$ cat src/include/pmc_defs.svh
// register indices, field positions, reset values and timing for the phy mode block
// assumes a 100 MHz reference clock and 5-bit management register indices
`ifndef PMC_DEFS_SVH
`define PMC_DEFS_SVH

// register indices
`define PMC_IDX_SPECIAL     5'h12
`define PMC_IDX_TDR_PAT     5'h18
`define PMC_IDX_TDR_CTL     5'h19

// special configuration fields
`define PMC_FIBER_BIT       10
`define PMC_MODE_HI         7
`define PMC_MODE_LO         5
`define PMC_ADDR_HI         4
`define PMC_ADDR_LO         0

// cable test pattern and delay fields
`define PMC_DLY_BIT         15
`define PMC_BRK_HI          14
`define PMC_BRK_LO          12
`define PMC_PHI_HI          11
`define PMC_PHI_LO          6
`define PMC_PLO_HI          5
`define PMC_PLO_LO          0

// cable test control and result fields
`define PMC_TEN_BIT         15
`define PMC_FILT_BIT        14
`define PMC_TYPE_HI         10
`define PMC_TYPE_LO         9
`define PMC_STAT_BIT        8
`define PMC_LEN_HI          7
`define PMC_LEN_LO          0

// reset values
`define PMC_DLY_RST         1'h1
`define PMC_BRK_RST         3'h1
`define PMC_PHI_RST         6'h2e
`define PMC_PLO_RST         6'h1d
`define PMC_MODE_RST        3'h0
`define PMC_ADDR_RST        5'h00

// operating mode codes
`define PMC_MODE_10HD       3'h0
`define PMC_MODE_10FD       3'h1
`define PMC_MODE_100HD      3'h2
`define PMC_MODE_100FD      3'h3
`define PMC_MODE_AN100FD    3'h4
`define PMC_MODE_RSVD       3'h5
`define PMC_MODE_PWRDN      3'h6
`define PMC_MODE_ALL        3'h7

// cable type codes
`define PMC_CABLE_DEFAULT   2'h0
`define PMC_CABLE_SHORT     2'h1
`define PMC_CABLE_OPEN      2'h2
`define PMC_CABLE_MATCH     2'h3

// timing
`define PMC_CLK_MHZ         100
`define PMC_BREAK_BASE_US   2000
`define PMC_BREAK_STEP_US   256000
`define PMC_STRAP_SETTLE    2'h3

`endif

$ cat src/include/pmc_pkg.sv
// types shared by the phy mode and cable test register block
// assumes nothing beyond a SystemVerilog compiler
`default_nettype none

package pmc_pkg;

	// strap levels sampled at hardware reset
	typedef struct packed {
		logic       fiber;
		logic       autoneg;
		logic       speed;
		logic       duplex;
		logic [4:0] addr;
	} pmc_straps_t;

	// decoded operating mode handed to the transceiver
	typedef struct packed {
		logic power_down;
		logic autoneg_en;
		logic adv_all;
		logic speed_100;
		logic full_duplex;
		logic crs_on_tx;
	} pmc_mode_ctl_t;

	// cable test sequencer
	typedef enum logic [1:0] {
		PMC_ST_IDLE,
		PMC_ST_BREAK,
		PMC_ST_PULSE
	} pmc_test_st_t;

endpackage

`default_nettype wire

$ cat src/rtl/pmc_break_timer.sv
// line break timer for the cable test: base time plus optional 256 ms steps
// assumes start and cancel are single-cycle pulses on the same clock
`default_nettype none

module pmc_break_timer #(
	parameter int unsigned BASE_CYC = 200000,
	parameter int unsigned STEP_CYC = 25600000
) (
	// clock and reset
	input  wire logic       i_ref_clk,
	input  wire logic       i_reset,
	// control
	input  wire logic       i_start,
	input  wire logic       i_cancel,
	input  wire logic       i_extend,
	input  wire logic [2:0] i_steps,
	// status
	output var  logic       o_done
);

	logic [31:0] cnt_r;
	logic [2:0]  steps_r;
	logic        busy_r;
	logic        done_r;
	wire         cnt_zero = (cnt_r == 32'h0);
	wire         finish   = busy_r & cnt_zero & (steps_r == 3'h0);

	assign o_done = done_r;

	// base interval first, then one step interval per remaining count
	always_ff @(posedge i_ref_clk or posedge i_reset) begin
		if (i_reset) begin
			cnt_r   <= 32'h0;
			steps_r <= 3'h0;
			busy_r  <= 1'b0;
			done_r  <= 1'b0;
		end else if (i_cancel) begin
			busy_r  <= 1'b0;
			done_r  <= 1'b0;
		end else if (i_start) begin
			cnt_r   <= 32'(BASE_CYC - 1);
			steps_r <= i_extend ? i_steps : 3'h0;
			busy_r  <= 1'b1;
			done_r  <= 1'b0;
		end else begin
			done_r <= finish;
			if (finish) begin
				busy_r <= 1'b0;
			end else if (busy_r & cnt_zero) begin
				steps_r <= steps_r - 3'h1;
				cnt_r   <= 32'(STEP_CYC - 1);
			end else if (busy_r) begin
				cnt_r <= cnt_r - 32'h1;
			end
		end
	end

endmodule

`default_nettype wire

$ cat src/rtl/pmc_regs.sv
// per-port phy special configuration and cable test registers
// assumes management accesses by register index on i_ref_clk, straps as raw pins
`include "pmc_defs.svh"
`default_nettype none

// Overview of operation
// - fiber bit defaults from this port's strap
// - mode defaults from autoneg, speed, duplex straps
// - fiber mode defaults to 100 fixed duplex
// - codes 000/001 are 10 Mb/s fixed
// - code 010 is 100 half, crs both
// - code 011 is 100 full, crs receive
// - code 100 advertises 100 full; 101 reserved
// - 110 power-down, 111 advertise all abilities
// - address field sets station id and seed
// - soft reset restores defaults when enabled
// - line break 2 ms unless delay set
// - break counter adds 256 ms steps
// - send high and low patterns during test
// - enable starts test, self-clears on completion
// - filter bit enables reflection data filtering
// - cable type reports default/short/open/match
// - length invalid when cable matched
module pmc_regs #(
	parameter bit          PORT_B         = 1'b0,
	parameter int unsigned BREAK_BASE_CYC = `PMC_BREAK_BASE_US * `PMC_CLK_MHZ,
	parameter int unsigned BREAK_STEP_CYC = `PMC_BREAK_STEP_US * `PMC_CLK_MHZ
) (
	// clock and reset
	input  wire logic                  i_ref_clk,
	input  wire logic                  i_reset,
	// configuration straps (pins)
	input  wire logic                  i_fiber_strap_port_a,
	input  wire logic                  i_fiber_strap_port_b,
	input  wire pmc_pkg::pmc_straps_t  i_straps,
	// soft reset from reset_control_reg and transceiver_basic_control
	input  wire logic                  i_phy_reset_pulse,
	input  wire logic                  i_transceiver_soft_reset,
	// management register access
	input  wire logic                  i_reg_rd,
	input  wire logic                  i_reg_wr,
	input  wire logic [4:0]            i_reg_idx,
	input  wire logic [15:0]           i_reg_wdata,
	output var  logic [15:0]           o_reg_rdata,
	output var  logic                  o_reg_ack,
	// measurement front end
	input  wire logic                  i_meas_done,
	input  wire logic [1:0]            i_meas_type,
	input  wire logic [7:0]            i_meas_len,
	// transceiver controls
	output var  pmc_pkg::pmc_mode_ctl_t o_mode_ctl,
	output var  logic                  o_fiber_mode,
	output var  logic [4:0]            o_management_station_id,
	output var  logic [4:0]            o_scrambler_seed,
	output var  logic                  o_line_break,
	output var  logic                  o_pulse_en,
	output var  logic [5:0]            o_pattern_high,
	output var  logic [5:0]            o_pattern_low,
	output var  logic                  o_filter_en
);

	// strap synchronisers and captured strap values
	pmc_pkg::pmc_straps_t s1_r, s2_r, s3_r, snap_r;
	pmc_pkg::pmc_straps_t strap_pin;
	logic [1:0]           settle_r;
	logic                 pending_r;
	logic                 load_r;

	// register fields
	logic                 fiber_select_r;
	logic [2:0]           mode_r;
	logic [4:0]           addr_r;
	logic                 dly_in_r;
	logic [2:0]           brk_r;
	logic [5:0]           pat_hi_r;
	logic [5:0]           pat_lo_r;
	logic                 ten_r;
	logic                 filt_r;
	logic [1:0]           type_r;
	logic                 stat_r;
	logic [7:0]           len_r;
	logic [15:0]          rdata_r;
	logic                 ack_r;
	pmc_pkg::pmc_mode_ctl_t mode_ctl_r;
	pmc_pkg::pmc_test_st_t  st_r;
	logic                 line_brk_r;
	logic                 pulse_r;
	logic                 brk_done;

	// pick this port's fiber strap in place of the shared one
	// per-port fiber strap
	always_comb begin
		strap_pin       = i_straps;
		strap_pin.fiber = PORT_B ? i_fiber_strap_port_b : i_fiber_strap_port_a;
	end

	// access decode
	wire wr_special = i_reg_wr & (i_reg_idx == `PMC_IDX_SPECIAL);
	wire wr_pat     = i_reg_wr & (i_reg_idx == `PMC_IDX_TDR_PAT);
	wire wr_ctl     = i_reg_wr & (i_reg_idx == `PMC_IDX_TDR_CTL);
	// restore only with soft reset bit set
	wire soft_restore = i_phy_reset_pulse & i_transceiver_soft_reset;
	wire apply      = load_r | soft_restore;
	wire strap_ok   = pending_r & (settle_r == `PMC_STRAP_SETTLE) & (s2_r == s3_r);

	// defaults from captured straps
	// fiber forces fixed 100 duplex code
	wire [2:0] mode_dflt = snap_r.fiber   ? {2'b01, snap_r.duplex} :
	                       snap_r.autoneg ? `PMC_MODE_ALL :
	                                        {1'b0, snap_r.speed, snap_r.duplex};

	// cable test events
	// writing one starts the test
	wire start     = wr_ctl & i_reg_wdata[`PMC_TEN_BIT] & ~ten_r;
	wire abort     = wr_ctl & ~i_reg_wdata[`PMC_TEN_BIT] & ten_r;
	wire test_done = (st_r == pmc_pkg::PMC_ST_PULSE) & i_meas_done;
	wire [7:0] len_cap = (i_meas_type == `PMC_CABLE_MATCH) ? 8'h00 : i_meas_len;

	// read words, reserved bits tied low
	// reserved bits read zero
	wire [15:0] rd_special = {5'h00, fiber_select_r, 2'h0, mode_r, addr_r};
	wire [15:0] rd_pat     = {dly_in_r, brk_r, pat_hi_r, pat_lo_r};
	wire [15:0] rd_ctl     = {ten_r, filt_r, 3'h0, type_r, stat_r, len_r};
	wire [15:0] rd_sel     = (i_reg_idx == `PMC_IDX_SPECIAL) ? rd_special :
	                         (i_reg_idx == `PMC_IDX_TDR_PAT) ? rd_pat :
	                         (i_reg_idx == `PMC_IDX_TDR_CTL) ? rd_ctl : 16'h0000;

	// mode decode
	// 10 Mb/s fixed codes
	// 100 half with crs on transmit
	pmc_pkg::pmc_mode_ctl_t mode_ctl_nxt;
	always_comb begin
		mode_ctl_nxt             = '0;
		mode_ctl_nxt.power_down  = (mode_r == `PMC_MODE_PWRDN);
		mode_ctl_nxt.autoneg_en  = (mode_r == `PMC_MODE_AN100FD) | (mode_r == `PMC_MODE_ALL);
		mode_ctl_nxt.adv_all     = (mode_r == `PMC_MODE_ALL);
		mode_ctl_nxt.speed_100   = (mode_r == `PMC_MODE_100HD) | (mode_r == `PMC_MODE_100FD) |
		                           (mode_r == `PMC_MODE_AN100FD);
		mode_ctl_nxt.full_duplex = (mode_r == `PMC_MODE_10FD) | (mode_r == `PMC_MODE_100FD) |
		                           (mode_r == `PMC_MODE_AN100FD);
		mode_ctl_nxt.crs_on_tx   = (mode_r == `PMC_MODE_100HD);
	end

	// strap pins pass three flops; first flop feeds only the second
	always_ff @(posedge i_ref_clk or posedge i_reset) begin
		if (i_reset) begin
			s1_r <= '0;
			s2_r <= '0;
			s3_r <= '0;
		end else begin
			s1_r <= strap_pin;
			s2_r <= s1_r;
			s3_r <= s2_r;
		end
	end

	// catch straps once after reset release, when the synchroniser agrees
	always_ff @(posedge i_ref_clk or posedge i_reset) begin
		if (i_reset) begin
			pending_r <= 1'b1;
			settle_r  <= 2'h0;
			load_r    <= 1'b0;
			snap_r    <= '0;
		end else begin
			load_r <= strap_ok;
			if (pending_r & (settle_r != `PMC_STRAP_SETTLE))
				settle_r <= settle_r + 2'h1;
			if (strap_ok) begin
				pending_r <= 1'b0;
				snap_r    <= s3_r;
			end
		end
	end

	// special configuration register
	// station id and scrambler seed
	always_ff @(posedge i_ref_clk or posedge i_reset) begin
		if (i_reset) begin
			fiber_select_r <= 1'b0;
			mode_r         <= `PMC_MODE_RST;
			addr_r         <= `PMC_ADDR_RST;
		end else if (apply) begin
			fiber_select_r <= snap_r.fiber;
			mode_r         <= mode_dflt;
			addr_r         <= snap_r.addr;
		end else if (wr_special) begin
			fiber_select_r <= i_reg_wdata[`PMC_FIBER_BIT];
			mode_r         <= i_reg_wdata[`PMC_MODE_HI:`PMC_MODE_LO];
			addr_r         <= i_reg_wdata[`PMC_ADDR_HI:`PMC_ADDR_LO];
		end
	end

	// pattern and delay register
	// pattern reset values
	always_ff @(posedge i_ref_clk or posedge i_reset) begin
		if (i_reset) begin
			dly_in_r <= `PMC_DLY_RST;
			brk_r    <= `PMC_BRK_RST;
			pat_hi_r <= `PMC_PHI_RST;
			pat_lo_r <= `PMC_PLO_RST;
		end else if (apply) begin
			dly_in_r <= `PMC_DLY_RST;
			brk_r    <= `PMC_BRK_RST;
			pat_hi_r <= `PMC_PHI_RST;
			pat_lo_r <= `PMC_PLO_RST;
		end else if (wr_pat) begin
			dly_in_r <= i_reg_wdata[`PMC_DLY_BIT];
			brk_r    <= i_reg_wdata[`PMC_BRK_HI:`PMC_BRK_LO];
			pat_hi_r <= i_reg_wdata[`PMC_PHI_HI:`PMC_PHI_LO];
			pat_lo_r <= i_reg_wdata[`PMC_PLO_HI:`PMC_PLO_LO];
		end
	end

	// enable, filter and completion; completion wins over a clearing write
	// status held until restart or a control write with the status bit clear
	always_ff @(posedge i_ref_clk or posedge i_reset) begin
		if (i_reset) begin
			ten_r  <= 1'b0;
			filt_r <= 1'b0;
			stat_r <= 1'b0;
		end else if (apply) begin
			ten_r  <= 1'b0;
			filt_r <= 1'b0;
			stat_r <= 1'b0;
		end else begin
			if (wr_ctl)
				filt_r <= i_reg_wdata[`PMC_FILT_BIT];
			if (test_done | abort)
				ten_r <= 1'b0;
			else if (start)
				ten_r <= 1'b1;
			if (test_done)
				stat_r <= 1'b1;
			else if (start)
				stat_r <= 1'b0;
			else if (wr_ctl)
				stat_r <= stat_r & i_reg_wdata[`PMC_STAT_BIT];
		end
	end

	// results captured at completion
	// cable type capture
	always_ff @(posedge i_ref_clk or posedge i_reset) begin
		if (i_reset) begin
			type_r <= `PMC_CABLE_DEFAULT;
			len_r  <= 8'h00;
		end else if (apply) begin
			type_r <= `PMC_CABLE_DEFAULT;
			len_r  <= 8'h00;
		end else if (test_done) begin
			type_r <= i_meas_type;
			len_r  <= len_cap;
		end
	end

	// sequencer: line break, then pulses until the front end reports
	// phase outputs are flops that move with the state, so pins never glitch
	// break before pulsing
	always_ff @(posedge i_ref_clk or posedge i_reset) begin
		if (i_reset) begin
			st_r       <= pmc_pkg::PMC_ST_IDLE;
			line_brk_r <= 1'b0;
			pulse_r    <= 1'b0;
		end else if (apply | abort) begin
			st_r       <= pmc_pkg::PMC_ST_IDLE;
			line_brk_r <= 1'b0;
			pulse_r    <= 1'b0;
		end else begin
			unique case (st_r)
				pmc_pkg::PMC_ST_IDLE: if (start) begin
					st_r       <= pmc_pkg::PMC_ST_BREAK;
					line_brk_r <= 1'b1;
				end
				pmc_pkg::PMC_ST_BREAK: if (brk_done) begin
					st_r       <= pmc_pkg::PMC_ST_PULSE;
					line_brk_r <= 1'b0;
					pulse_r    <= 1'b1;
				end
				pmc_pkg::PMC_ST_PULSE: if (i_meas_done) begin
					st_r    <= pmc_pkg::PMC_ST_IDLE;
					pulse_r <= 1'b0;
				end
			endcase
		end
	end

	// break duration: base, plus steps when delay select is set
	// delay select extends
	pmc_break_timer #(
		.BASE_CYC (BREAK_BASE_CYC),
		.STEP_CYC (BREAK_STEP_CYC)
	) u_timer (
		.i_ref_clk (i_ref_clk),
		.i_reset   (i_reset),
		.i_start   (start & ~apply),
		.i_cancel  (apply | abort),
		.i_extend  (dly_in_r),
		.i_steps   (brk_r),
		.o_done    (brk_done)
	);

	// registered read answer and decoded controls
	always_ff @(posedge i_ref_clk or posedge i_reset) begin
		if (i_reset) begin
			rdata_r    <= 16'h0000;
			ack_r      <= 1'b0;
			mode_ctl_r <= '0;
		end else begin
			ack_r      <= i_reg_rd | i_reg_wr;
			mode_ctl_r <= mode_ctl_nxt;
			if (i_reg_rd)
				rdata_r <= rd_sel;
		end
	end

	// outputs straight from flops
	assign o_reg_rdata             = rdata_r;
	assign o_reg_ack               = ack_r;
	assign o_mode_ctl              = mode_ctl_r;
	assign o_fiber_mode            = fiber_select_r;
	assign o_management_station_id = addr_r;
	assign o_scrambler_seed        = addr_r;
	assign o_pattern_high          = pat_hi_r;
	assign o_pattern_low           = pat_lo_r;
	assign o_filter_en             = filt_r;
	assign o_line_break            = line_brk_r;
	assign o_pulse_en              = pulse_r;
endmodule

`default_nettype wire

$ cat config.mk
export PLATFORM = sky130hd
export DESIGN_NAME = pmc_regs
export DESIGN_NICKNAME = d
export VERILOG_FILES = /design/src/include/pmc_pkg.sv /design/src/rtl/pmc_break_timer.sv /design/src/rtl/pmc_regs.sv
export VERILOG_INCLUDE_DIRS = /design/src /design/src/include
export SDC_FILE = /design/constraint.sdc
export NUM_CORES = 1
export LEC_CHECK = 0
export ABC_AREA = 0
export BUFFER_PORTS_ARGS = -buffer_cell sky130_fd_sc_hd__buf_2
export CORE_ASPECT_RATIO = 0.6
export CORE_MARGIN = 4
export CORE_UTILIZATION = 45
export DETAILED_ROUTE_END_ITERATION = 16
export GPL_ROUTABILITY_DRIVEN = 0
export GPL_TIMING_DRIVEN = 1
export PLACE_DENSITY = 0.68
export SLEW_MARGIN = 20
export SYNTH_ARGS = -nofsm -noshare
export SYNTH_HDL_FRONTEND = slang
export SYNTH_SLANG_ARGS = --single-unit
$ cat constraint.sdc
create_clock -name i_ref_clk -period 4.25 [get_ports i_ref_clk]
set_input_delay 0.2125 -clock i_ref_clk [delete_from_list [all_inputs] [get_ports i_ref_clk]]
set_output_delay 0.2125 -clock i_ref_clk [all_outputs]
set_load 0.01 [all_outputs]
==> results.txt, run 1 <==
----------------------------------------------------
[Status]
  Outcome ... finished, violations left
  Failing checks ... hold timing

[STA]
  Share of the clock period used by the worst path after layout ... 0.7417
  Setup TNS ... 0 ns
  Actual slew at the worst max-slew pin ... 0.9718 ns
  Final-report max-slew violation count ... 0
  Min Tclk post-route ... 3.152 ns
  Hold violation count in the final report ... 14
  Highest clock rate ... 317.2 MHz
  Fin Clk Skew ... 0.007415 ns
  Relative slew slack ... 0.3522
  Number of failing setup endpoints in the final timing report ... 0
  Final-layout worst hold slack ... -0.02803 ns
  Setup repair after global routing missed its margin ... no

[Layout]
  Post-route cell area ... 7890 µm²
  Number of nets in the layout ... 787
  Fillers ... 1194
  Commonest cells after routing, fill and taps aside ... dfrtp_1, buf_2, nand2_1
  # diodes ... 0
  Share of post-route cells with drive strength above 1 ... 0.2409
  Layout Utilization ... 0.5654
  Post-synthesis to final-layout area growth ... 20.05%
  Commonest non-fill, non-tap cell in the layout ... dfrtp_1

[Worst setup path]
  Crit path launch ... u_timer.cnt_r[0]
  Depth of the worst register-to-register path ... 8
  Capturing point of the worst reg2reg path ... u_timer.cnt_r[3]
  Cell Chain, Critical Path ... inv_1 -> ha_1 -> nor3b_1 -> nand4_1 -> or4_1 -> nand2_4 -> inv_4 -> o211a_1
  Start of the worst register-to-register path ... u_timer.cnt_r[0]
  Worst-path cell with the longest stage delay ... or4_1
  Kind of launch point of the worst setup path ... flip-flop
  Largest fanout on the critical path ... 13
  Critical path endpoint category ... flip-flop
  Required time reported for the critical path endpoint ... 4.56 ns
  Data arrival at the endpoint of the critical path ... 3.46 ns
  Worst Path Class, Setup ... reg2reg
  Largest stage delay, worst path ... 0.80 ns
  FF-to-FF setup slack ... 1.10 ns

[Clock network]
  Longest Clk Path Bufs ... 2
  Number of instances resized during post-cts repair ... 0
  Root cell of the clock tree ... clkbuf_16
  H-tree levels ... 4
  Clock edge transition at the registers on the reported setup and hold paths ... 0.07 ns
  Number of clock sinks seen by CTS ... 142
  TritonCTS buffer count ... 17
  Worst skew pair latency ... 0.42 ns
  Number of setup buffers added after CTS ... 0
  CTS tree ... yes
  Hold buffer count at CTS ... 9

[Route]
  Pre-Repair DR Iteration Count ... 5
  Number of DRC markers after the initial detailed-route iteration ... 540
  Detailed-route via count ... 5403
  Final WL ... 17190 µm
  Post-route antenna net violation count ... 0
  Detailed-route vias per instance ... 5.779
  DRC viols ... 0
  Final routed wire length divided by cell count ... 18.39 µm

[Yosys]
  Number of standard cells after synthesis ... 637
  Proportion of synthesized chip area in sequential cells ... 0.5427
  Number of flops mapped to enable cells by yosys ... 0
  Post-synthesis net count ... 694
  Fraction of synthesis flops using an asynchronous set or reset pin ... 1.000
  Number of distinct library cell variants in the gate-level netlist after synthesis ... 63
  Most common flop cell mapped by yosys ... dfrtp_1
  Syn. warnings ... 0
  FF+latch count, synth ... 142
  Mean area per synthesized cell ... 10.32 µm²
  Post-synthesis instance area ... 6573 µm²

[Floorplanning]
  Effective utilization at floorplan ... 0.4710
  IO Pins ... 98
  Die area ... 16670 µm²
  Chip Height ... 101.6 µm
  Chip width ... 164.0 µm
  Site row count ... 33
  Area of the core ... 13960 µm²

[Power]
  Net switching fraction of the power ... 0.2990
  Portion of total power attributed to the clock network ... 0.415
  Worst voltage drop across the vdd grid ... 0.0002672 V
  Fraction of power consumed by combinational cells ... 0.154
  Cell area power density ... 477.2 nW/µm²
  Int Power ... 0.002640 W
  Leakage Power ... 3.728 nW
  Reported net switching power ... 0.001126 W
  Reg power frac ... 0.432

[Global routing]
  Total congestion overflow ... 0
  Global-route total usage across every layer ... 0.2171
  Vias in the first global route ... 5240
  Pin count of the biggest net entering global routing ... 111
  Antenna violations before repair ... 0
  Global-route wire length before repair ... 28110 µm

[Placement]
  Dpl hpwl ... 11720 µm
  # port buffers ... 95
  Placed cell area ... 7184 µm²

[Worst hold path]
  Class of the tightest hold or removal check ... in2async

[Run]
  Reported max-cap violation count ... 0

----------------------------------------------------
-- area by class of cell --
type	instances	area (µm²)	share of cell area
Clock buffer	17	425.4	0.05392
Clock inverter	15	190.2	0.02410
Inverter	25	101.3	0.01284
Multi-Input combinational cell	427	2703	0.3425
Sequential cell	142	3567	0.4521
Tap cell	192	240.2	0.03045
Timing Repair Buffer	117	663.1	0.08405
-- stage by stage --
stage	setup slack, ns	total power [W]	cells
finish	1.098	0.003765	935
global route	0.9461	0.003952	935
CTS	1.141	0.003793	935
detailed placement	1.162	0.002215	894
global placement	1.229	0.002176	894
floorplan	0.2461	0.002024	637
-- power by group through the flow --
stage	logic [W]	clock network, W	registers [W]
after global placement	0.000543	0	0.00163
after floorplan	0.000404	0	0.00162
after detailed placement	0.000570	0	0.00164
after CTS	0.000580	0.00159	0.00162
after global routing	0.000648	0.00166	0.00165
final	0.000579	0.00156	0.00162
-- layer usage --
layer	part of all wire	global-route usage	wire, µm
met1	0.47	0.3168	8138
met2	0.44	0.3276	7600
met3	0.076	0.05409	1308
met4	0.0085	0.05541	146
met5	0	0	0
-- how the worst max path moves through the flow --
stage,endpoint,slack (ns),depth (start not counted)
6_report,u_timer.cnt_r[3],1.10,8
2_1_floorplan,brk_r[1],0.25,1
4_1_cts,u_timer.cnt_r[3],1.14,8
5_1_grt,u_timer.cnt_r[3],0.95,8
3_5_place_dp,u_timer.cnt_r[3],1.16,8
3_3_place_gp,u_timer.cnt_r[3],1.23,8
-- cell families (layout without fill, tap and decap cells) --
logic type,count (synthesis),in the layout,share of synthesized area
AO/OA/AOI/OAI,141,141,0.1414
adder cells (fa/ha/maj),8,8,0.01523
multiplexers,37,37,0.05920
XOR/XNOR,13,13,0.01732
flip-flops,142,142,0.5427
AND/OR/NAND/NOR,228,228,0.1759
buffers and inverters,68,174,0.04816
-- cell usage after synthesis, drive strengths merged (2+ instances only) --
| cell | n | share of area |
|---|---|---|
| a211o | 2 | 0.0027 |
| a211oi | 3 | 0.0034 |
| a21o | 3 | 0.0034 |
| a21oi | 34 | 0.026 |
| a22o | 3 | 0.0053 |
| a22oi | 10 | 0.011 |
| a31oi | 11 | 0.010 |
| a41oi | 2 | 0.0027 |
| and2 | 2 | 0.0019 |
| and3 | 2 | 0.0019 |
| buf | 15 | 0.018 |
| clkbuf | 28 | 0.016 |
| dfrtp | 131 | 0.50 |
| dfstp | 11 | 0.044 |
| ha | 8 | 0.015 |
| inv | 25 | 0.015 |
| mux2 | 15 | 0.026 |
| mux2i | 22 | 0.034 |
| nand2 | 58 | 0.034 |
| nand2b | 5 | 0.0048 |
| nand3 | 35 | 0.027 |
| nand4 | 7 | 0.0067 |
| nand4b | 2 | 0.0027 |
| nor2 | 49 | 0.028 |
| nor2b | 5 | 0.0048 |
| nor3 | 20 | 0.015 |
| nor3b | 5 | 0.0057 |
| nor4 | 14 | 0.015 |
| o211ai | 2 | 0.0023 |
| o21ai | 33 | 0.025 |
| o311a | 2 | 0.0030 |
| o311ai | 4 | 0.0053 |
| o31a | 3 | 0.0040 |
| o31ai | 15 | 0.017 |
| o41ai | 3 | 0.0040 |
| or2 | 2 | 0.0019 |
| or3 | 6 | 0.0057 |
| or3b | 2 | 0.0027 |
| or4 | 11 | 0.013 |
| xnor2 | 12 | 0.016 |
-- worst max-delay path: cells and delay by family (launching register included) --
family,cells,cell delay (ns)
AND/OR/NAND/NOR,4,2.00
flip-flops,1,0.40
adder cells (fa/ha/maj),1,0.21
AO/OA/AOI/OAI,1,0.21
buffers and inverters,2,0.20
-- state kept, by name (all words and copies together), names as in the netlist, 3 cells and up --
signal	flops
u_timer.cnt_r	32
o_reg_rdata	16
s1_r	9
s2_r	9
s3_r	9
snap_r	9
len_r	8
o_mode_ctl	6
o_pattern_high	6
o_pattern_low	6
o_management_station_id	5
brk_r	3
mode_r	3
u_timer.steps_r	3
No activity file was read; power rests on OpenSTA's default activity.
==> run 2, diff against run 1 <==
- PLACE_DENSITY: 0.68 -> 0.65
- clock period: 4.25 -> 2.99 ns (I/O delays scaled with it)
==> run 2 against run 1 <==
The run now ends clean. Clock power rose by 37%. Sequential share of layout area is 1.8 points lower. Hold slack better by 0.034 ns. Sequential power up 43%. Register-to-register slack worse by 0.89 ns. Clock-buffer cell count did not move. Critical path depth decreased by 2. Global-route usage increased by 0.32 points. Critical endpoint unchanged. Largest cell class unchanged.
==> results.txt, run 2 (synthesis results as in run 1) <==
----------------------------------------------------
[Route]
  Final WL ... 17650 µm (was 17190 µm)
  Number of DRC markers after the initial detailed-route iteration ... 533 (was 540)
  Detailed-route vias per instance ... 5.727 (was 5.779)
  Final routed wire length divided by cell count ... 18.20 µm (was 18.39 µm)
  Post-route antenna net violation count ... 0 (unchanged)
  Pre-Repair DR Iteration Count ... 5 (unchanged)
  Detailed-route via count ... 5555 (was 5403)
  DRC viols ... 0 (unchanged)

[Clock network]
  CTS tree ... yes (unchanged)
  Number of clock sinks seen by CTS ... 142 (unchanged)
  Longest Clk Path Bufs ... 2 (unchanged)
  Number of setup buffers added after CTS ... 0 (unchanged)
  TritonCTS buffer count ... 17 (unchanged)
  Worst skew pair latency ... 0.42 ns (about the same)
  H-tree levels ... 4 (unchanged)
  Number of instances resized during post-cts repair ... 0 (unchanged)
  Clock edge transition at the registers on the reported setup and hold paths ... 0.07 ns (about the same)
  Root cell of the clock tree ... clkbuf_16 (unchanged)

[Layout]
  Largest register FFs ... 32 (unchanged)
  Largest Register ... u_timer.cnt_r (unchanged)
  # diodes ... 0 (unchanged)
  Commonest cells after routing, fill and taps aside ... dfrtp_1, buf_2, nand2_1 (unchanged)
  Commonest non-fill, non-tap cell in the layout ... dfrtp_1 (unchanged)
  Share of post-route cells with drive strength above 1 ... 0.2455 (was 0.2409)
  Number of nets in the layout ... 822 (was 787)
  Post-synthesis to final-layout area growth ... 24.94% (was 20.05%)

[Placement]
  Dpl hpwl ... 11980 µm (was 11720 µm)
  Place WS ... 0.2428 ns (was 1.162 ns)
  # port buffers ... 95 (unchanged)

[Power]
  Leakage Power ... 3.875 nW (was 3.728 nW)
  Worst voltage drop across the vdd grid ... 0.0004419 V (was 0.0002672 V)
  Int Power ... 0.003703 W (was 0.002640 W)
  Portion of total power attributed to the clock network ... 0.402 (was 0.415)
  Reg power frac ... 0.433 (was 0.432)
  Cell area power density ... 649.0 nW/µm² (was 477.2 nW/µm²)
  Fraction of power consumed by combinational cells ... 0.165 (was 0.154)
  Net switching fraction of the power ... 0.3052 (was 0.2990)
  Reported net switching power ... 0.001626 W (was 0.001126 W)

[Status]
  Outcome ... complete, no violations (was finished, violations left)

[Floorplanning]
  Site row count ... 33 (unchanged)
  Die area ... 16670 µm² (unchanged)
  Chip Height ... 101.6 µm (unchanged)
  Area of the core ... 13960 µm² (unchanged)
  IO Pins ... 98 (unchanged)
  Effective utilization at floorplan ... 0.4710 (unchanged)
  Chip width ... 164.0 µm (unchanged)

[Global routing]
  Antenna violations before repair ... 0 (unchanged)
  Vias in the first global route ... 5315 (was 5240)
  Pin count of the biggest net entering global routing ... 41 (was 111)
  Total congestion overflow ... 0 (unchanged)
  Global-route total usage across every layer ... 0.2203 (was 0.2171)
  Global-route wire length before repair ... 28520 µm (was 28110 µm)

[Worst setup path]
  Required time reported for the critical path endpoint ... 3.29 ns (was 4.56 ns)
  Critical path endpoint category ... flip-flop (unchanged)
  Data arrival at the endpoint of the critical path ... 3.09 ns (was 3.46 ns)
  Largest fanout on the critical path ... 13 (unchanged)
  Kind of launch point of the worst setup path ... flip-flop (unchanged)
  Worst Path Class, Setup ... reg2reg (unchanged)

[STA]
  Setup repair after global routing missed its margin ... no (unchanged)
  Min Tclk post-route ... 2.786 ns (was 3.152 ns)
  Fin Clk Skew ... 0.01164 ns (was 0.007415 ns)
  Share of the clock period used by the worst path after layout ... 0.9317 (was 0.7417)
  Setup TNS ... 0 ns (unchanged)
  Relative slew slack ... 0.3998 (was 0.3522)
  Number of failing setup endpoints in the final timing report ... 0 (unchanged)
  Final-report max-slew violation count ... 0 (unchanged)
  Fin worst setup slack ... 0.2043 ns (was 1.098 ns)
  Actual slew at the worst max-slew pin ... 0.8984 ns (was 0.9718 ns)
  Hold violation count in the final report ... 0 (was 14)
  Highest clock rate ... 359.0 MHz (was 317.2 MHz)

[Run]
  Reported max-cap violation count ... 0 (unchanged)

[Worst hold path]
  Class of the tightest hold or removal check ... in2reg (was in2async)

----------------------------------------------------
==> run 2: changes by cell type in the layout (fill, tap and decap cells not counted), sizes merged <==
cell | previous run | this run
bufinv | 2 | 1
dlygate4sd3 | 9 | 32
buf | 108 | 120
clkinvlp | 1 | 2
==> run 2: timing repair <==
action / 4_1_cts / 5_1_grt
hold buffers: 32 / 0
endpoints found under the hold margin: 62 / 0
endpoints found under the setup margin: 0 / 0
==> run 2: final timing paths <==
path,depth (start not counted),slack (ns),end,from
setup / recovery,6,0.20,u_timer.cnt_r[3],u_timer.cnt_r[18]
hold / removal,3,0.006,len_r[6],i_meas_len[6]
setup reg to reg,6,0.20,u_timer.cnt_r[3],u_timer.cnt_r[18]
hold reg to reg,0,0.34,s2_r[1],s1_r[1]
max in group asynchronous,4,1.68,s3_r[5],i_reset
min in group asynchronous,3,0.45,o_reg_rdata[0],i_reset
==> run 2: area by class of cell <==
| cell class | instances | area [µm²] |
|---|---|---|
| Timing Repair Buffer | 152 | 1008 |
| Clock inverter | 15 | 167.7 |
| Fill cell | 1183 | 5744 |
| Multi-Input combinational cell | 427 | 2703 |
| Clock buffer | 17 | 425.4 |
| Sequential cell | 142 | 3567 |
| Tap cell | 192 | 240.2 |
| Inverter | 25 | 100.1 |
==> run 2: through the flow <==
stage / utilization / area, µm² / cells / hold slack (ns) / total power, W
finish: 0.5884 / 8212 / 970 / 0.006039 / 0.005330
global route: 0.5884 / 8212 / 970 / 0.003130 / 0.005595
CTS: 0.5884 / 8212 / 970 / 0.0005796 / 0.005352
detailed placement: 0.5230 / 7298 / 906 / 0.2588 / 0.003173
global placement: 0.5230 / 7298 / 906 / 0.2580 / 0.003126
floorplan: - / 6576 / 637 / 0.1809 / 0.002877
==> run 2: routing by layer <==
layer  share of wire  track usage
met1            0.48       0.3377
met2            0.42       0.3095
met3           0.089      0.05571
met4           0.011      0.06186
met5               0            0
==> run 2: power by group through the flow <==
stage | combinational, W | clock (W) | sequential (W)
after floorplan | 0.000575 | 0 | 0.00230
after global placement | 0.000803 | 0 | 0.00232
after detailed placement | 0.000835 | 0 | 0.00234
after CTS | 0.000873 | 0.00218 | 0.00230
after global routing | 0.000980 | 0.00228 | 0.00233
final | 0.000877 | 0.00214 | 0.00231
==> run 2: critical path, stage by stage, from the launching register on <==
cell	delay (ns)
dfrtp_1	0.40
or4_1	0.55
or3_1	0.44
or4_1	0.69
nand2_4	0.27
inv_4	0.10
o211a_1	0.22
==> run 3, diff against run 2 <==
- RECOVER_POWER: not set -> 50
- SLEW_MARGIN: 20 -> not set
==> run 3 against run 2 <==
The flow now finishes with violations (capacitance limit, slew limit). Combinational power fell by 2%. Critical endpoint unchanged. Sequential share of layout area increased by 0.46 points. Critical path depth unchanged. Utilization is 0.62 points lower. Power decreased by 0.40%. Register-to-register slack barely moved. Global-route usage did not move. Routed wire length fell by 0.10%. Non-clock buffer count stayed put. Worst setup slack gained 0.0096 ns. Highest routed layer unchanged. Clock power about the same. Critical path type unchanged.
==> results.txt, run 3 (synthesis results as in run 1) <==
----------------------------------------------------
[Route]
  Routed length on met3 ... 1591 µm (was 1567 µm)
  Pre-Repair DR Iteration Count ... 7 (was 5)
  Detailed-route vias per instance ... 5.739 (was 5.727)
  Final routed wire length divided by cell count ... 18.18 µm (was 18.20 µm)
  Post-route antenna net violation count ... 0 (unchanged)
  Final WL ... 17640 µm (was 17650 µm)
  Number of DRC markers after the initial detailed-route iteration ... 598 (was 533)
  Met1 routed wirelength after detailed routing ... 8471 µm (was 8506 µm)
  Detailed-route via count ... 5567 (was 5555)
  DRC viols ... 0 (unchanged)
  Total met2 wirelength after detailed routing ... 7391 µm (was 7378 µm)
  Top routing layer in use ... met4 (unchanged)

[Power]
  Reg power frac ... 0.435 (was 0.433)
  Total chip power ... 0.005308 W (was 0.005330 W)
  Cell area power density ... 653.3 nW/µm² (was 649.0 nW/µm²)
  Portion of total power attributed to the clock network ... 0.403 (was 0.402)
  Leakage Power ... 3.688 nW (was 3.875 nW)
  Worst voltage drop across the vdd grid ... 0.0004377 V (was 0.0004419 V)
  Net switching fraction of the power ... 0.3052 (about the same)
  Reported net switching power ... 0.001620 W (was 0.001626 W)
  Int Power ... 0.003688 W (was 0.003703 W)
  Fraction of power consumed by combinational cells ... 0.162 (was 0.165)

[Worst setup path]
  Cell mode on critical path ... or4_1 (unchanged)
  Crit path launch ... u_timer.cnt_r[18] (unchanged)
  Data arrival at the endpoint of the critical path ... 3.08 ns (was 3.09 ns)
  Worst Path Class, Setup ... reg2reg (unchanged)
  Critical path endpoint category ... flip-flop (unchanged)
  Number of buffers and inverters on the critical path ... 1 (unchanged)
  Largest fanout on the critical path ... 13 (unchanged)
  Endpoint of the most critical setup path ... u_timer.cnt_r[3] (unchanged)
  Cell Chain, Critical Path ... or4_1 -> or3_1 -> or4_1 -> nand2_4 -> inv_4 -> o211a_1 (unchanged)
  Start of the worst register-to-register path ... u_timer.cnt_r[18] (unchanged)
  Largest stage delay, worst path ... 0.70 ns (was 0.69 ns)
  Family of cells with the greatest summed delay on the critical path ... simple AND/OR/NAND/NOR gates (unchanged)
  FF-to-FF setup slack ... 0.21 ns (was 0.20 ns)
  Depth of the worst register-to-register path ... 6 (unchanged)
  Required time reported for the critical path endpoint ... 3.29 ns (about the same)
  Kind of launch point of the worst setup path ... flip-flop (unchanged)
  Worst-path cell with the longest stage delay ... or4_1 (unchanged)
  Capturing point of the worst reg2reg path ... u_timer.cnt_r[3] (unchanged)
  Number of logic stages on the critical path including buffering ... 6 (unchanged)

[Placement]
  Dpl hpwl ... 11980 µm (unchanged)
  # port buffers ... 95 (unchanged)
  Count of placed standard cells including taps ... 906 (unchanged)

[Global routing]
  Global-route wire length before repair ... 28520 µm (unchanged)
  Global-route total usage across every layer ... 0.2203 (unchanged)
  Pin count of the biggest net entering global routing ... 41 (unchanged)
  Vias in the first global route ... 5315 (unchanged)
  Total congestion overflow ... 0 (unchanged)
  Antenna violations before repair ... 0 (unchanged)

[Layout]
  Post-synthesis to final-layout area growth ... 23.62% (was 24.94%)
  Number of nets in the layout ... 822 (unchanged)
  Largest Register ... u_timer.cnt_r (unchanged)
  Commonest cells after routing, fill and taps aside ... dfrtp_1, nand2_1, buf_2 (was dfrtp_1, buf_2, nand2_1)
  Commonest non-fill, non-tap cell in the layout ... dfrtp_1 (unchanged)
  Share of post-route cells with drive strength above 1 ... 0.1812 (was 0.2455)
  Largest register FFs ... 32 (unchanged)
  # diodes ... 0 (unchanged)
  Number of non-filler instances in the completed layout ... 970 (unchanged)

[Run]
  Reported max-cap violation count ... 1 (was 0)

[Clock network]
  Worst skew pair latency ... 0.42 ns (about the same)
  Number of clock sinks seen by CTS ... 142 (unchanged)
  TritonCTS buffer count ... 17 (unchanged)
  Root cell of the clock tree ... clkbuf_16 (unchanged)
  H-tree levels ... 4 (unchanged)
  Number of setup buffers added after CTS ... 0 (unchanged)
  Clock edge transition at the registers on the reported setup and hold paths ... 0.07 ns (about the same)
  Longest Clk Path Bufs ... 2 (unchanged)
  CTS tree ... yes (unchanged)

[Floorplanning]
  Die area ... 16670 µm² (unchanged)
  IO Pins ... 98 (unchanged)
  Site row count ... 33 (unchanged)
  Area of the core ... 13960 µm² (unchanged)
  Effective utilization at floorplan ... 0.4710 (unchanged)
  Chip width ... 164.0 µm (unchanged)
  Chip Height ... 101.6 µm (unchanged)

[STA]
  Relative slew slack ... -0.1450 (was 0.3998)
  Share of the clock period used by the worst path after layout ... 0.9285 (was 0.9317)
  Highest clock rate ... 360.2 MHz (was 359.0 MHz)
  Setup TNS ... 0 ns (unchanged)
  Setup repair after global routing missed its margin ... no (unchanged)
  Number of failing setup endpoints in the final timing report ... 0 (unchanged)
  Fin Clk Skew ... 0.008903 ns (was 0.01164 ns)
  Min Tclk post-route ... 2.776 ns (was 2.786 ns)
  Final-report max-slew violation count ... 38 (was 0)
  Hold violation count in the final report ... 0 (unchanged)
  Actual slew at the worst max-slew pin ... 1.708 ns (was 0.8984 ns)

[Worst hold path]
  Class of the tightest hold or removal check ... in2reg (unchanged)

[Status]
  Outcome ... finished, violations left (was complete, no violations)
  Failing checks ... capacitance limit, slew limit

----------------------------------------------------
==> run 3: changes by cell type in the layout (fill, tap and decap cells not counted), sizes merged <==
cell	before	now
clkbuf	17	62
buf	120	75
==> run 3: worst min-delay path by stage <==
stage                        from       end  slack (ns)  cells after the start
finish              i_meas_len[6]  len_r[6]        0.02                      3
global route        i_meas_len[6]  len_r[6]       0.003                      3
floorplan             i_straps[0]   s1_r[0]        0.18                      0
global placement      i_straps[2]   s1_r[2]        0.26                      1
detailed placement    i_straps[6]   s1_r[6]        0.26                      1
CTS                 i_meas_len[6]  len_r[6]      0.0006                      3
==> run 3: repair_timing <==
action	CTS	global route
hold endpoints to repair	62	0
gates resized for setup	0	0
hold buffers	32	0
endpoints found under the setup margin	0	0
==> run 3: cell type report <==
cell class	count	area (µm²)
flip-flops and latches	142	3567
clock buffers	17	425.4
repair buffers	152	924.6
clock inverters	15	167.7
inverters	25	97.59
well taps	192	240.2
fillers	1206	5831
multi-input cells	427	2703
==> run 3: worst min-delay path, delay by kind of cell <==
family                 cells  cell delay (ns)
buffers and inverters      1             0.09
AO/OA/AOI/OAI              1             0.06
AND/OR/NAND/NOR            1             0.09
==> run 3: power groups by stage <==
stage,Combinational (W),Clock (W),Sequential (W)
floorplan,0.000575,0,0.00230
global placement,0.000803,0,0.00232
detailed placement,0.000835,0,0.00234
CTS,0.000873,0.00218,0.00230
global route,0.000965,0.00228,0.00233
finish,0.000859,0.00214,0.00231
==> run 3: per-stage QoR <==
stage,instance area [µm²],hold WS [ns],utilization,setup slack (ns)
3_3_place_gp,7298,0.2580,0.5230,0.2867
4_1_cts,8212,0.0005796,0.5884,0.2279
3_5_place_dp,7298,0.2588,0.5230,0.2428
2_1_floorplan,6576,0.1809,-,0.3884
6_report,8125,0.01719,0.5822,0.2138
5_1_grt,8125,0.003130,0.5822,0.02565
==> run 3: layer usage <==
metal / up-vias / GRT usage
li1: 2565 / -
met1: 2734 / 0.3377
met2: 255 / 0.3095
met3: 13 / 0.05571
met4: 0 / 0.06186
met5: - / 0
